[src/logic/status_readout_regs.svh]
`ifndef STATUS_READOUT_REGS_SVH
`define STATUS_READOUT_REGS_SVH

// register offsets
`define OFS_MAIN_STATUS 8'h40
`define OFS_BLOCK_RESET_DONE 8'h41
`define OFS_SIGNAL_STRENGTH 8'h42
`define OFS_FREQ_OFFSET_AVERAGE 8'h43
`define OFS_FREQ_OFFSET_INSTANT 8'h44
`define OFS_SYNTH_CAL_READOUT 8'h45
`define OFS_REVISION_AND_BAND 8'h46
`define OFS_OSC_CURRENT_READOUT 8'h47
`define OFS_ADC_SAMPLE_READOUT 8'h48
`define OFS_EVENT_STATUS 8'h4C
`define OFS_EVENT_MASK 8'h4D

// main_status field positions
`define MS_CAL_DONE 7
`define MS_SEQ_FAIL 6
`define MS_LOCK_NOW 5
`define MS_LOCK_FILT 4
`define MS_CARRIER 3
`define MS_LOCK_PIN 2
`define MS_DATA_CLOCK_PIN_PIN 1
`define MS_DIO_PIN 0

// event bits
`define EV_CAL_DONE 0
`define EV_SEQ_FAIL 1
`define EV_LOCK_LOST 2
`define EV_CARRIER 3
`define EV_WIDTH 4

// reset values
`define RST_CAL_DONE 1'b0
`define RST_EVENT_MASK 4'h0

// consecutive lock samples needed per lock-criteria setting
`define LOCK_CNT_0 8'h01
`define LOCK_CNT_1 8'h08
`define LOCK_CNT_2 8'h20
`define LOCK_CNT_3 8'h80

`endif

[src/logic/status_readout_pkg.sv]
`default_nettype none

package status_readout_pkg;

   // live inputs from the radio, all outside the register clock domain
   typedef struct packed {
      logic cal_busy;
      logic seq_busy;
      logic lock_now;
      logic lock_pin;
      logic data_clock_pin;
      logic data_inout_pin;
      logic [7:0] reset_done;
      logic [6:0] signal_strength;
      logic [7:0] average_frequency_offset;
      logic [7:0] instant_frequency_offset;
      logic [3:0] cal_dac_value;
      logic [3:0] pump_current_value;
      logic [4:0] oscillator_band_value;
      logic freq_compare;
      logic oscillator_current_compare;
      logic [5:0] oscillator_current_value;
      logic [1:0] adc_mixer;
      logic [2:0] adc_in_phase;
      logic [2:0] adc_quadrature;
   } radio_status_s;

   typedef struct packed {
      logic [7:0] addr;
      logic [7:0] wdata;
      logic wr;
      logic rd;
   } reg_req_s;

endpackage : status_readout_pkg

`default_nettype wire

[src/logic/transceiver_status_readout.sv]
// Operation
// calibration-finished flag clears when calibration starts, sets when it ends
// lock-fail flag sets when sequencing ends without synthesizer lock
// status bit 5 is the raw instantaneous lock detector
// status bit 4 is lock filtered by the lock-criteria setting
// status bit 3 high while signal strength exceeds carrier threshold
// status bits 2..0 show lock, data clock and data pin levels
// reset-done register holds eight sub-block reset-complete flags
// top bit of signal strength always reads zero
// signal strength low seven bits, 1.5 dB per count
// 43h gives signed average offset, the decision level
// 44h gives signed instantaneous offset from nominal IF
// 45h gives calibration DAC high nibble, pump current low nibble
// 46h bits 7..5 give the silicon revision code
// 46h bits 4..0 give the applied oscillator band value
// 47h bit 7 frequency comparator, bit 6 oscillator current compare
// 47h bits 5..0 give the applied oscillator current value
// 48h gives mixer, in-phase and quadrature converter samples
// writes to the read-only bank change nothing
// pins and status inputs pass two flip-flops before use
`include "status_readout_regs.svh"

`default_nettype none

module transceiver_status_readout #(
   parameter logic [2:0] SILICON_REVISION = 3'h5, // arbitrary value
   parameter int LOCK_CNT_W = 8
) (
   // clock and reset
   input wire logic clk,
   input wire logic nrst,
   // register port
   input wire logic [7:0] addr,
   input wire logic [7:0] wr_data,
   input wire logic wr_en,
   input wire logic rd_en,
   output logic [7:0] rd_data,
   // radio status, asynchronous
   input wire status_readout_pkg::radio_status_s radio_in,
   // configuration, same clock
   input wire logic [1:0] lock_criteria,
   input wire logic [6:0] carrier_threshold,
   // interrupt
   output logic irq
);

   // lock samples needed for a given criteria setting
   function automatic logic [LOCK_CNT_W-1:0] lock_need(input logic [1:0] crit);
      logic [7:0] n;
      n = `LOCK_CNT_0;
      if (crit == 2'h1)
         n = `LOCK_CNT_1;
      else if (crit == 2'h2)
         n = `LOCK_CNT_2;
      else if (crit == 2'h3)
         n = `LOCK_CNT_3;
      return LOCK_CNT_W'(n);
   endfunction : lock_need

   status_readout_pkg::reg_req_s req;
   assign req.addr = addr;
   assign req.wdata = wr_data;
   assign req.wr = wr_en;
   assign req.rd = rd_en;

   // two-stage synchroniser on every radio input
   status_readout_pkg::radio_status_s meta_q;
   status_readout_pkg::radio_status_s sync_q;

   always_ff @(posedge clk or negedge nrst)
   begin
      if (!nrst)
      begin
         meta_q <= '0;
         sync_q <= '0;
      end
      else
      begin
         meta_q <= radio_in;
         sync_q <= meta_q;
      end
   end

   // delayed copies for edge detection, of the sync_q busy bits and of the filtered lock and carrier flags
   logic cal_busy_q;
   logic seq_busy_q;
   logic lock_filt_prev_q;
   logic carrier_prev_q;

   wire cal_start = sync_q.cal_busy && !cal_busy_q;
   wire cal_end = !sync_q.cal_busy && cal_busy_q;
   wire seq_start = sync_q.seq_busy && !seq_busy_q;
   wire seq_end = !sync_q.seq_busy && seq_busy_q;

   // calibration-finished flag
   logic cal_done_q;
   logic cal_done_d;
   assign cal_done_d = cal_start ? 1'b0 : (cal_end ? 1'b1 : cal_done_q);

   // lock filter: hysteresis counter on the raw detector
   logic [LOCK_CNT_W-1:0] lock_cnt_q;
   logic [LOCK_CNT_W-1:0] lock_cnt_d;
   logic lock_filt_q;
   logic lock_filt_d;
   wire [LOCK_CNT_W-1:0] lock_target = lock_need(lock_criteria);
   wire lock_agree = (sync_q.lock_now == lock_filt_q);
   wire lock_reached = (lock_cnt_q + LOCK_CNT_W'(1)) >= lock_target;

   // unlock drops at once, lock needs a run of good samples
   assign lock_cnt_d = (lock_agree || !sync_q.lock_now) ? '0 :
                       (lock_reached ? '0 : lock_cnt_q + LOCK_CNT_W'(1));
   assign lock_filt_d = !sync_q.lock_now ? 1'b0 :
                        (lock_filt_q || lock_reached);

   // sequencer lock failure
   logic seq_fail_q;
   logic seq_fail_d;
   // fail is judged on the filtered lock at the end of sequencing
   assign seq_fail_d = seq_start ? 1'b0 :
                       ((seq_end && !lock_filt_q) ? 1'b1 : seq_fail_q);

   // carrier sense
   logic carrier_q;
   wire carrier_d = sync_q.signal_strength > carrier_threshold;

   always_ff @(posedge clk or negedge nrst)
   begin
      if (!nrst)
      begin
         cal_busy_q <= 1'b0;
         seq_busy_q <= 1'b0;
         cal_done_q <= `RST_CAL_DONE;
         seq_fail_q <= 1'b0;
         lock_cnt_q <= '0;
         lock_filt_q <= 1'b0;
         lock_filt_prev_q <= 1'b0;
         carrier_q <= 1'b0;
         carrier_prev_q <= 1'b0;
      end
      else
      begin
         cal_busy_q <= sync_q.cal_busy;
         seq_busy_q <= sync_q.seq_busy;
         cal_done_q <= cal_done_d;
         seq_fail_q <= seq_fail_d;
         lock_cnt_q <= lock_cnt_d;
         lock_filt_q <= lock_filt_d;
         lock_filt_prev_q <= lock_filt_q;
         carrier_q <= carrier_d;
         carrier_prev_q <= carrier_q;
      end
   end

   // register images
   wire [7:0] main_status = {
      cal_done_q,
      seq_fail_q,
      sync_q.lock_now,
      lock_filt_q,
      carrier_q,
      sync_q.lock_pin,
      sync_q.data_clock_pin,
      sync_q.data_inout_pin
   };
   wire [7:0] block_reset_done = sync_q.reset_done;
   wire [7:0] signal_strength = {1'b0, sync_q.signal_strength}; // see
   wire [7:0] freq_offset_average = sync_q.average_frequency_offset;
   wire [7:0] freq_offset_instant = sync_q.instant_frequency_offset;
   wire [7:0] synth_cal_readout = {sync_q.cal_dac_value,
                                   sync_q.pump_current_value};
   wire [7:0] revision_and_band = {SILICON_REVISION,
                                   sync_q.oscillator_band_value};
   wire [7:0] oscillator_current_readout = {sync_q.freq_compare,
                                            sync_q.oscillator_current_compare,
                                            sync_q.oscillator_current_value};
   wire [7:0] adc_sample_readout = {sync_q.adc_mixer, sync_q.adc_in_phase,
                                    sync_q.adc_quadrature};

   // events: sticky status, cleared by reading, set wins over clear
   logic [`EV_WIDTH-1:0] ev_status_q;
   logic [`EV_WIDTH-1:0] ev_status_d;
   logic [`EV_WIDTH-1:0] ev_mask_q;
   logic [`EV_WIDTH-1:0] ev_mask_d;
   logic [`EV_WIDTH-1:0] ev_set;

   always_comb
   begin
      ev_set = '0;
      ev_set[`EV_CAL_DONE] = cal_end;
      ev_set[`EV_SEQ_FAIL] = seq_end && !lock_filt_q;
      ev_set[`EV_LOCK_LOST] = lock_filt_prev_q && !lock_filt_q;
      ev_set[`EV_CARRIER] = carrier_q && !carrier_prev_q;
   end

   wire rd_ev_status = req.rd && (req.addr == `OFS_EVENT_STATUS);
   wire wr_ev_mask = req.wr && (req.addr == `OFS_EVENT_MASK);

   assign ev_status_d = (rd_ev_status ? '0 : ev_status_q) | ev_set;
   // only the mask accepts writes, the status bank ignores them
   assign ev_mask_d = wr_ev_mask ? req.wdata[`EV_WIDTH-1:0] : ev_mask_q;

   // read decode
   logic [7:0] rd_mux;
   always_comb
   begin
      if (req.addr == `OFS_MAIN_STATUS)
         rd_mux = main_status;
      else if (req.addr == `OFS_BLOCK_RESET_DONE)
         rd_mux = block_reset_done;
      else if (req.addr == `OFS_SIGNAL_STRENGTH)
         rd_mux = signal_strength;
      else if (req.addr == `OFS_FREQ_OFFSET_AVERAGE)
         rd_mux = freq_offset_average;
      else if (req.addr == `OFS_FREQ_OFFSET_INSTANT)
         rd_mux = freq_offset_instant;
      else if (req.addr == `OFS_SYNTH_CAL_READOUT)
         rd_mux = synth_cal_readout;
      else if (req.addr == `OFS_REVISION_AND_BAND)
         rd_mux = revision_and_band;
      else if (req.addr == `OFS_OSC_CURRENT_READOUT)
         rd_mux = oscillator_current_readout;
      else if (req.addr == `OFS_ADC_SAMPLE_READOUT)
         rd_mux = adc_sample_readout;
      else if (req.addr == `OFS_EVENT_STATUS)
         rd_mux = {{(8-`EV_WIDTH){1'b0}}, ev_status_q};
      else if (req.addr == `OFS_EVENT_MASK)
         rd_mux = {{(8-`EV_WIDTH){1'b0}}, ev_mask_q};
      else
         rd_mux = 8'h00;
   end

   wire [7:0] rd_data_d = req.rd ? rd_mux : 8'h00;
   wire irq_d = |(ev_status_d & ev_mask_d);

   always_ff @(posedge clk or negedge nrst)
   begin
      if (!nrst)
      begin
         ev_status_q <= '0;
         ev_mask_q <= `RST_EVENT_MASK;
         rd_data <= 8'h00;
         irq <= 1'b0;
      end
      else
      begin
         ev_status_q <= ev_status_d;
         ev_mask_q <= ev_mask_d;
         rd_data <= rd_data_d;
         irq <= irq_d;
      end
   end

endmodule : transceiver_status_readout

`default_nettype wire

[config.mk]
export PLATFORM = sky130hd
export DESIGN_NAME = transceiver_status_readout
export DESIGN_NICKNAME = d
export VERILOG_FILES = /design/src/logic/status_readout_pkg.sv /design/src/logic/transceiver_status_readout.sv
export VERILOG_INCLUDE_DIRS = /design/src /design/src/logic
export SDC_FILE = /design/constraint.sdc
export NUM_CORES = 1
export LEC_CHECK = 0
export BUFFER_PORTS_ARGS = -buffer_cell sky130_fd_sc_hd__buf_2
export CORE_MARGIN = 2
export CORE_UTILIZATION = 59
export DETAILED_ROUTE_END_ITERATION = 12
export PLACE_DENSITY = 0.84
export SLEW_MARGIN = 10
export SYNTH_ARGS = -nofsm -noshare
export SYNTH_HDL_FRONTEND = slang
export SYNTH_SLANG_ARGS = --single-unit
export TNS_END_PERCENT = 30
[constraint.sdc]
create_clock -name clk -period 5.39 [get_ports clk]
set_clock_uncertainty 0.2 [all_clocks]
set_input_delay 1.3475 -clock clk [delete_from_list [all_inputs] [get_ports clk]]
set_output_delay 1.3475 -clock clk [all_outputs]
set_load 0.02 [all_outputs]
==> impl_metrics.env, run 1 <==
export IMPL_status="completed"
export IMPL_wl_per_cell_um=17.9
export IMPL_p_int_mw=2.09
export IMPL_multi_input_area_mm2=0.00157
export IMPL_combPwrFrac=0.058
export IMPL_synth_cell_type_count=56
export IMPL_place_inst=640
export IMPL_fmax_ghz=0.327
export IMPL_cp_max_fo=25
export IMPL_via_per_inst=5.57
export IMPL_dp_hpwl_mm=7.97
export IMPL_switching_share=0.233
export IMPL_seq_area_mm2=0.00413
export IMPL_finalSetupViolations=0
export IMPL_die_x_um=103
export IMPL_slew_viol_final=0
export IMPL_pwr_share_clk=0.454
export IMPL_fillers=620
export IMPL_seqPwrFrac=0.488
export IMPL_relSlewSlack=0.450
export IMPL_wl_met1_mm=4.81
export IMPL_die_area_mm2=0.0107
export IMPL_nets=635
export IMPL_rows=36
export IMPL_clock_path_buffers=2
export IMPL_highest_layer="met4"
export IMPL_ctsHoldBuffers=0
export IMPL_crit_path_end_kind="register"
export IMPL_ys_warn_count=0
export IMPL_timing_final_crit_period_ns=3.06
export IMPL_htree_levels=4
export IMPL_clk_latency_ns=0.53
export IMPL_postSynthCellCount=420
export IMPL_timing_final_crit_share=0.568
export IMPL_drv_cap=0
export IMPL_initial_core_util=0.602
export IMPL_postCtsSetupBuffers=0
export IMPL_worstHoldPathType="reg2reg"
export IMPL_ant_nets=0
export IMPL_antenna_diode_count=0
export IMPL_ios=104
export IMPL_power_mw=2.72
export IMPL_path_class="in2reg"
export IMPL_ys_ff_latch=165
export IMPL_power_leakage_nw=3.34
export IMPL_synth_edf_count=0
export IMPL_synthArstFlopShare=1.00
export IMPL_finalHoldViolations=0
export IMPL_wl_met2_mm=6.09
export IMPL_irDropWorstVdd_mv=0.250
export IMPL_areaGrowthSynthToFinish_pct=21.2
export IMPL_syn_nets=529
export IMPL_tightest_slew_ns=0.826
export IMPL_synthFlopType="dfrtp_1"
export IMPL_avgSynthCellArea_um2=13.9
export IMPL_drt_pass1_iterations=5
export IMPL_final_common_cell="dfrtp_1"
export IMPL_worstPathArrival_ns=3.27
export IMPL_wl_mm=12.0
export IMPL_cts_tree="yes"
export IMPL_final_cells=672
export IMPL_drt_iter0_drc=280
export IMPL_grtUsageTotal=0.246
export IMPL_setup_tns_ns=0
export IMPL_netSwitchingPower_uw=634
export IMPL_cp_required_ns=5.60
export IMPL_drc_errors=0
export IMPL_globalplace_congestion=0.885
export IMPL_core_mm2=0.00968
export IMPL_clockRootBuffer="clkbuf_8"
export IMPL_grt_max_degree=97
export IMPL_p_per_area_mw_per_mm2=386
export IMPL_postCtsResizedCells=0
export IMPL_grt_pass1_wl_mm=18.9
export IMPL_rsz0062_at_grt="false"
export IMPL_die_h_um=103
export IMPL_grt_pass1_vias=3867
export IMPL_grt_overflow=0
export IMPL_numCtsBuffers=17
export IMPL_vias=3745
export IMPL_yosysSeqAreaShare=0.708
export IMPL_stdcell_area_mm2=0.00706
export IMPL_mostFrequentLayoutCells="165 x dfrtp_1, 98 x buf_2, 26 x nand2_1"
export IMPL_place_area_mm2=0.00645
export IMPL_drive_gt1_frac=0.273
export IMPL_cts_sinks=165
export IMPL_met3_length_um=847
export IMPL_io_buffers=99
export IMPL_syn_area_mm2=0.00583
export IMPL_antenna_found_initial=1
export IMPL_start_kind="primary input"
export IMPL_cts_clk_slew_worst_paths_ns=0.07
## cell usage after synthesis, types with 2 or more instances
master / count / share of area
and3_1: 2 / 0.0021
nand2_1: 26 / 0.017
o22a_1: 5 / 0.0075
o31ai_1: 2 / 0.0026
a32oi_1: 2 / 0.0030
clkbuf_1: 10 / 0.0064
mux2i_1: 6 / 0.010
inv_1: 19 / 0.012
o2bb2ai_1: 5 / 0.0075
nand2b_1: 8 / 0.0086
dfrtp_1: 165 / 0.71
o31a_1: 2 / 0.0030
a32o_1: 2 / 0.0034
a21o_1: 5 / 0.0064
o211ai_1: 2 / 0.0026
ha_1: 14 / 0.030
nand3_1: 11 / 0.0094
nor3_1: 7 / 0.0060
o21ai_0: 19 / 0.016
o32a_1: 2 / 0.0034
a22o_1: 3 / 0.0045
mux2_2: 8 / 0.015
a31oi_1: 3 / 0.0032
xor2_1: 5 / 0.0075
buf_2: 3 / 0.0026
a21oi_1: 19 / 0.016
nor2_1: 9 / 0.0058
nor2b_1: 9 / 0.0097
a22oi_1: 2 / 0.0026
a2bb2oi_1: 2 / 0.0030
nor3b_1: 8 / 0.010
o22ai_1: 7 / 0.0075
nand4_1: 4 / 0.0043
a221o_1: 2 / 0.0034
## final timing paths
| path | startpoint | end | slack, ns | depth (start not counted) |
|---|---|---|---|---|
| setup / recovery | addr[2] | irq$_DFF_PN0_ | 2.33 | 6 |
| hold reg to reg | meta_q[48]$_DFF_PN0_ | signal_strength[3]$_DFF_PN0_ | 0.14 | 0 |
| max in group asynchronous | nrst | rd_data[3]$_DFF_PN0_ | 3.31 | 2 |
| hold / removal | meta_q[48]$_DFF_PN0_ | signal_strength[3]$_DFF_PN0_ | 0.14 | 0 |
| min in group asynchronous | nrst | lock_cnt_q[3]$_DFF_PN0_ | 0.68 | 1 |
| setup reg to reg | lock_cnt_q[0]$_DFF_PN0_ | lock_filt_q$_DFF_PN0_ | 3.21 | 6 |
## cell type report
class,count,area share
clock buffer,19,0.0597
clock inverter,13,0.0262
sequential,165,0.585
inverter,20,0.0106
tap,133,0.0236
timing repair buffer,101,0.0732
multi-input combinational,221,0.222
## flip-flops by register name, indices dropped and copies added, names as in the netlist, 8 cells and up
name,cells
meta_q,66
sync_q,10
adc_sample_readout,8
block_reset_done,8
freq_offset_average,8
freq_offset_instant,8
lock_cnt_q,8
oscillator_current_readout,8
rd_data,8
## power groups by stage
| stage | logic, mW | registers (mW) | clock network, mW |
|---|---|---|---|
| after floorplan | 0.0759 | 1.34 | 0 |
| after global placement | 0.151 | 1.35 | 0 |
| after detailed placement | 0.158 | 1.35 | 0 |
| after CTS | 0.160 | 1.33 | 1.25 |
| after global routing | 0.178 | 1.33 | 1.31 |
| final | 0.159 | 1.33 | 1.24 |
## logic make-up (layout without fill, tap and decap cells)
| group | after synthesis | count (layout) | share of synthesized area |
|---|---|---|---|
| compound gates | 92 | 92 | 0.108 |
| xor+xnor | 6 | 6 | 0.00902 |
| fa+ha+maj | 14 | 14 | 0.0301 |
| buf+inv | 34 | 153 | 0.0225 |
| flops | 165 | 165 | 0.708 |
| mux | 15 | 15 | 0.0283 |
| simple gates | 94 | 94 | 0.0932 |
## through the flow
stage	worst slack (ns)	utilization	hold WS, ns
after floorplan	2.30	-	0.131
after global placement	1.87	0.667	0.133
after detailed placement	1.82	0.667	0.135
after CTS	2.37	0.729	0.143
after global routing	2.17	0.729	0.146
final	2.33	0.729	0.143
## layer usage
layer	up-vias	track usage
met5	-	0
met4	0	0.113
met1	1859	0.303
met2	167	0.399
met3	24	0.0793
li1	1695	-
## critical path: stages
cell and delay [ns]:
buf_2 0.44, nor3b_1 0.46, nand4_1 0.29, o2bb2ai_1 0.23
a22o_1 0.21, a221o_1 0.26
No activity file was read; power rests on OpenSTA's default activity.
==> run 2: changes to the inputs <==
--- a/config.mk
+++ b/config.mk
@@ -6,11 +6,12 @@
 export SDC_FILE = /design/constraint.sdc
 export NUM_CORES = 1
 export LEC_CHECK = 0
+export ABC_AREA = 1
 export BUFFER_PORTS_ARGS = -buffer_cell sky130_fd_sc_hd__buf_2
 export CORE_MARGIN = 2
-export CORE_UTILIZATION = 59
+export CORE_UTILIZATION = 49
 export DETAILED_ROUTE_END_ITERATION = 12
-export PLACE_DENSITY = 0.84
+export PLACE_DENSITY = 0.74
 export SLEW_MARGIN = 10
 export SYNTH_ARGS = -nofsm -noshare
 export SYNTH_HDL_FRONTEND = slang
==> constraint.sdc (replaced) <==
create_clock -name clk -period 2.65 [get_ports clk]
set_clock_uncertainty 0.2 [all_clocks]
set_input_delay 0.6625 -clock clk [delete_from_list [all_inputs] [get_ports clk]]
set_output_delay 0.6625 -clock clk [all_outputs]
set_load 0.02 [all_outputs]
==> run 2 against run 1 <==
Effect of this change: critical path depth grew 5; clock-buffer cell count shrank 2; via count shrank 1.7%; sequential cell count is the same; routed wire length shrank 7.2%; hold slack gained 0.00067 ns; critical endpoint is now lock_cnt_q[2]$_DFF_PN0_; setup slack lost 1.8 ns; combinational power grew 57%.
==> impl_metrics.env, run 2 <==
export IMPL_fmax_ghz=0.463
export IMPL_finalHoldViolations=0
export IMPL_slew_viol_final=0
export IMPL_numCtsBuffers=17
export IMPL_ant_nets=0
export IMPL_timing_final_crit_period_ns=2.16
export IMPL_yosysMostFrequentCell="dfrtp_1"
export IMPL_stdcell_area_mm2=0.00705
export IMPL_ctsHoldBuffers=1
export IMPL_grtUsageMet3=0.0484
export IMPL_worstPathArrival_ns=2.30
export IMPL_setup_tns_ns=0
export IMPL_start_kind="register"
export IMPL_postCtsSetupBuffers=0
export IMPL_syn_area_mm2=0.00569
export IMPL_wl_mm=11.2
export IMPL_synthFlopType="dfrtp_1"
export IMPL_cp_required_ns=2.79
export IMPL_ys_top_cells_by_count="165 x dfrtp_1, 66 x nand2_1, 51 x inv_1, 39 x nand3_1, 27 x nor2_1"
export IMPL_tightest_slew_ns=0.591
export IMPL_areaGrowthSynthToFinish_pct=23.9
export IMPL_postCtsResizedCells=0
export IMPL_top_regs="meta_q: 66 flops, sync_q: 10 flops"
export IMPL_r2r_end="lock_cnt_q[2]$_DFF_PN0_"
export IMPL_avgSynthCellArea_um2=12.4
export IMPL_hp_start="meta_q[58]$_DFF_PN0_"
export IMPL_seqPwrFrac=0.491
export IMPL_die_h_um=112
export IMPL_crit_path_end_kind="register"
export IMPL_synth_cell_type_count=34
export IMPL_drc_errors=0
export IMPL_grt_overflow=0
export IMPL_irDropWorstVdd_mv=0.523
export IMPL_grt_max_degree=49
export IMPL_gr_usage_met1=0.257
export IMPL_vias=3682
export IMPL_globalplace_congestion=0.780
export IMPL_synthArstFlopShare=1.00
export IMPL_io_buffers=99
export IMPL_drv_cap=0
export IMPL_cp_max_fo=8
export IMPL_worst_r2r_setup_slack_ns=0.49
export IMPL_yosysSeqAreaShare=0.726
export IMPL_finalSetupViolations=0
export IMPL_htree_levels=4
export IMPL_clock_path_buffers=2
export IMPL_grtUsageTotal=0.198
export IMPL_grt_busiest_layer="met2"
export IMPL_ys_ff_latch=165
export IMPL_timing_final_crit_share=0.815
export IMPL_p_per_area_mw_per_mm2=777
export IMPL_drt_iter0_drc=176
export IMPL_die_area_mm2=0.0125
export IMPL_ys_warn_count=0
export IMPL_rows=39
export IMPL_clockRootBuffer="clkbuf_16"
export IMPL_cts_sinks=165
export IMPL_power_leakage_nw=3.53
export IMPL_place_inst=703
export IMPL_path_class="reg2reg"
export IMPL_final_cells=736
export IMPL_place_area_mm2=0.00642
export IMPL_final_common_cell="dfrtp_1"
export IMPL_clk_latency_ns=0.42
export IMPL_worstHoldPathType="reg2reg"
export IMPL_antenna_diode_count=0
export IMPL_r2r_start="lock_cnt_q[0]$_DFF_PN0_"
export IMPL_mostFrequentLayoutCells="165 x dfrtp_1, 98 x buf_2, 66 x nand2_1, 51 x inv_1, 39 x nand3_1"
export IMPL_switching_share=0.224
export IMPL_antenna_found_initial=0
export IMPL_dp_hpwl_mm=7.80
export IMPL_syn_nets=567
export IMPL_cts_clk_slew_worst_paths_ns=0.06
export IMPL_combPwrFrac=0.046
export IMPL_rsz0062_at_grt="false"
export IMPL_drive_gt1_frac=0.273
export IMPL_wl_per_cell_um=15.2
export IMPL_die_x_um=112
export IMPL_core_mm2=0.0114
export IMPL_status="completed"
export IMPL_ys_top_cells_by_area="dfrtp_1 73%, nand2_1 4.4%, nand3_1 3.4%, inv_1 3.4%, ha_1 3.1%"
export IMPL_r2r_cells=11
export IMPL_yosys_area_top_type="dfrtp_1"
export IMPL_drt_pass1_iterations=4
export IMPL_cts_tree="yes"
export IMPL_holdWs_ns=0.144
export IMPL_power_mw=5.48
export IMPL_largest_register_ffs=66
export IMPL_synth_edf_count=0
export IMPL_grt_pass1_wl_mm=18.9
export IMPL_regMostFlops="meta_q"
export IMPL_yosysTopAreaCellShare=0.726
export IMPL_whs_path_depth=0
export IMPL_met2_usage=0.320
export IMPL_nets=689
export IMPL_netSwitchingPower_mw=1.23
export IMPL_relSlewSlack=0.603
export IMPL_hold_end="block_reset_done[6]$_DFF_PN0_"
export IMPL_postSynthCellCount=458
export IMPL_ios=104
export IMPL_initial_core_util=0.500
export IMPL_grt_pass1_vias=3878
export IMPL_p_int_mw=4.25
export IMPL_pwr_share_clk=0.463
export IMPL_via_per_inst=5.00
## run 2: worst max-delay path by stage
stage / start / endpoint
after global placement: lock_criteria[0] / lock_cnt_q[0]$_DFF_PN0_
after CTS: lock_cnt_q[0]$_DFF_PN0_ / lock_cnt_q[2]$_DFF_PN0_
after detailed placement: lock_criteria[1] / lock_cnt_q[2]$_DFF_PN0_
final: lock_cnt_q[0]$_DFF_PN0_ / lock_cnt_q[2]$_DFF_PN0_
after floorplan: lock_criteria[0] / lock_cnt_q[0]$_DFF_PN0_
after global routing: lock_cnt_q[0]$_DFF_PN0_ / lock_cnt_q[7]$_DFF_PN0_
## run 2: power by group through the flow
stage	registers (mW)	logic, mW	clock network (mW)
6_report	2.69	0.250	2.54
3_5_place_dp	2.73	0.252	0
2_1_floorplan	2.72	0.0876	0
3_3_place_gp	2.73	0.242	0
4_1_cts	2.69	0.256	2.58
5_1_grt	2.70	0.289	2.70
## run 2: metal layers
layer / share of wire / routed length [um]
met5: 0 / 0
met4: 0.026 / 290
met3: 0.048 / 539
met2: 0.51 / 5720
met1: 0.41 / 4630
## run 2: cell type report
class | instances | area, um^2
inverter | 55 | 206
sequential | 165 | 4130
multi-input combinational | 236 | 1340
tap | 143 | 179
fill | 880 | 4320
clock buffer | 17 | 425
timing repair buffer | 105 | 574
clock inverter | 15 | 194
## run 2: critical path, cell delays in order (launching register included)
cell and delay (ns):
dfrtp_1 0.41, nand3_1 0.13, nor2_1 0.14, nand2_1 0.08, xor2_1 0.17, inv_1 0.07
ha_1 0.28, o21ai_0 0.07, nand2_1 0.07, nand2_1 0.07, nand3_1 0.22, nor2_1 0.18
## run 2: cell families (layout without fill, tap and decap cells)
| kind of cell | count (synthesis) | after routing | synth area share |
|---|---|---|---|
| simple gates | 171 | 171 | 0.149 |
| flops | 165 | 165 | 0.726 |
| buf+inv | 57 | 192 | 0.0385 |
| compound gates | 41 | 41 | 0.0389 |
| fa+ha+maj | 14 | 14 | 0.0308 |
| xor+xnor | 6 | 6 | 0.00924 |
| mux | 4 | 4 | 0.00792 |
## run 2: metrics by stage
stage               worst slack (ns)  utilization
floorplan                      0.514            -
global placement               0.249        0.564
detailed placement             0.179        0.564
CTS                            0.476        0.620
global route                   0.180        0.620
finish                         0.489        0.620
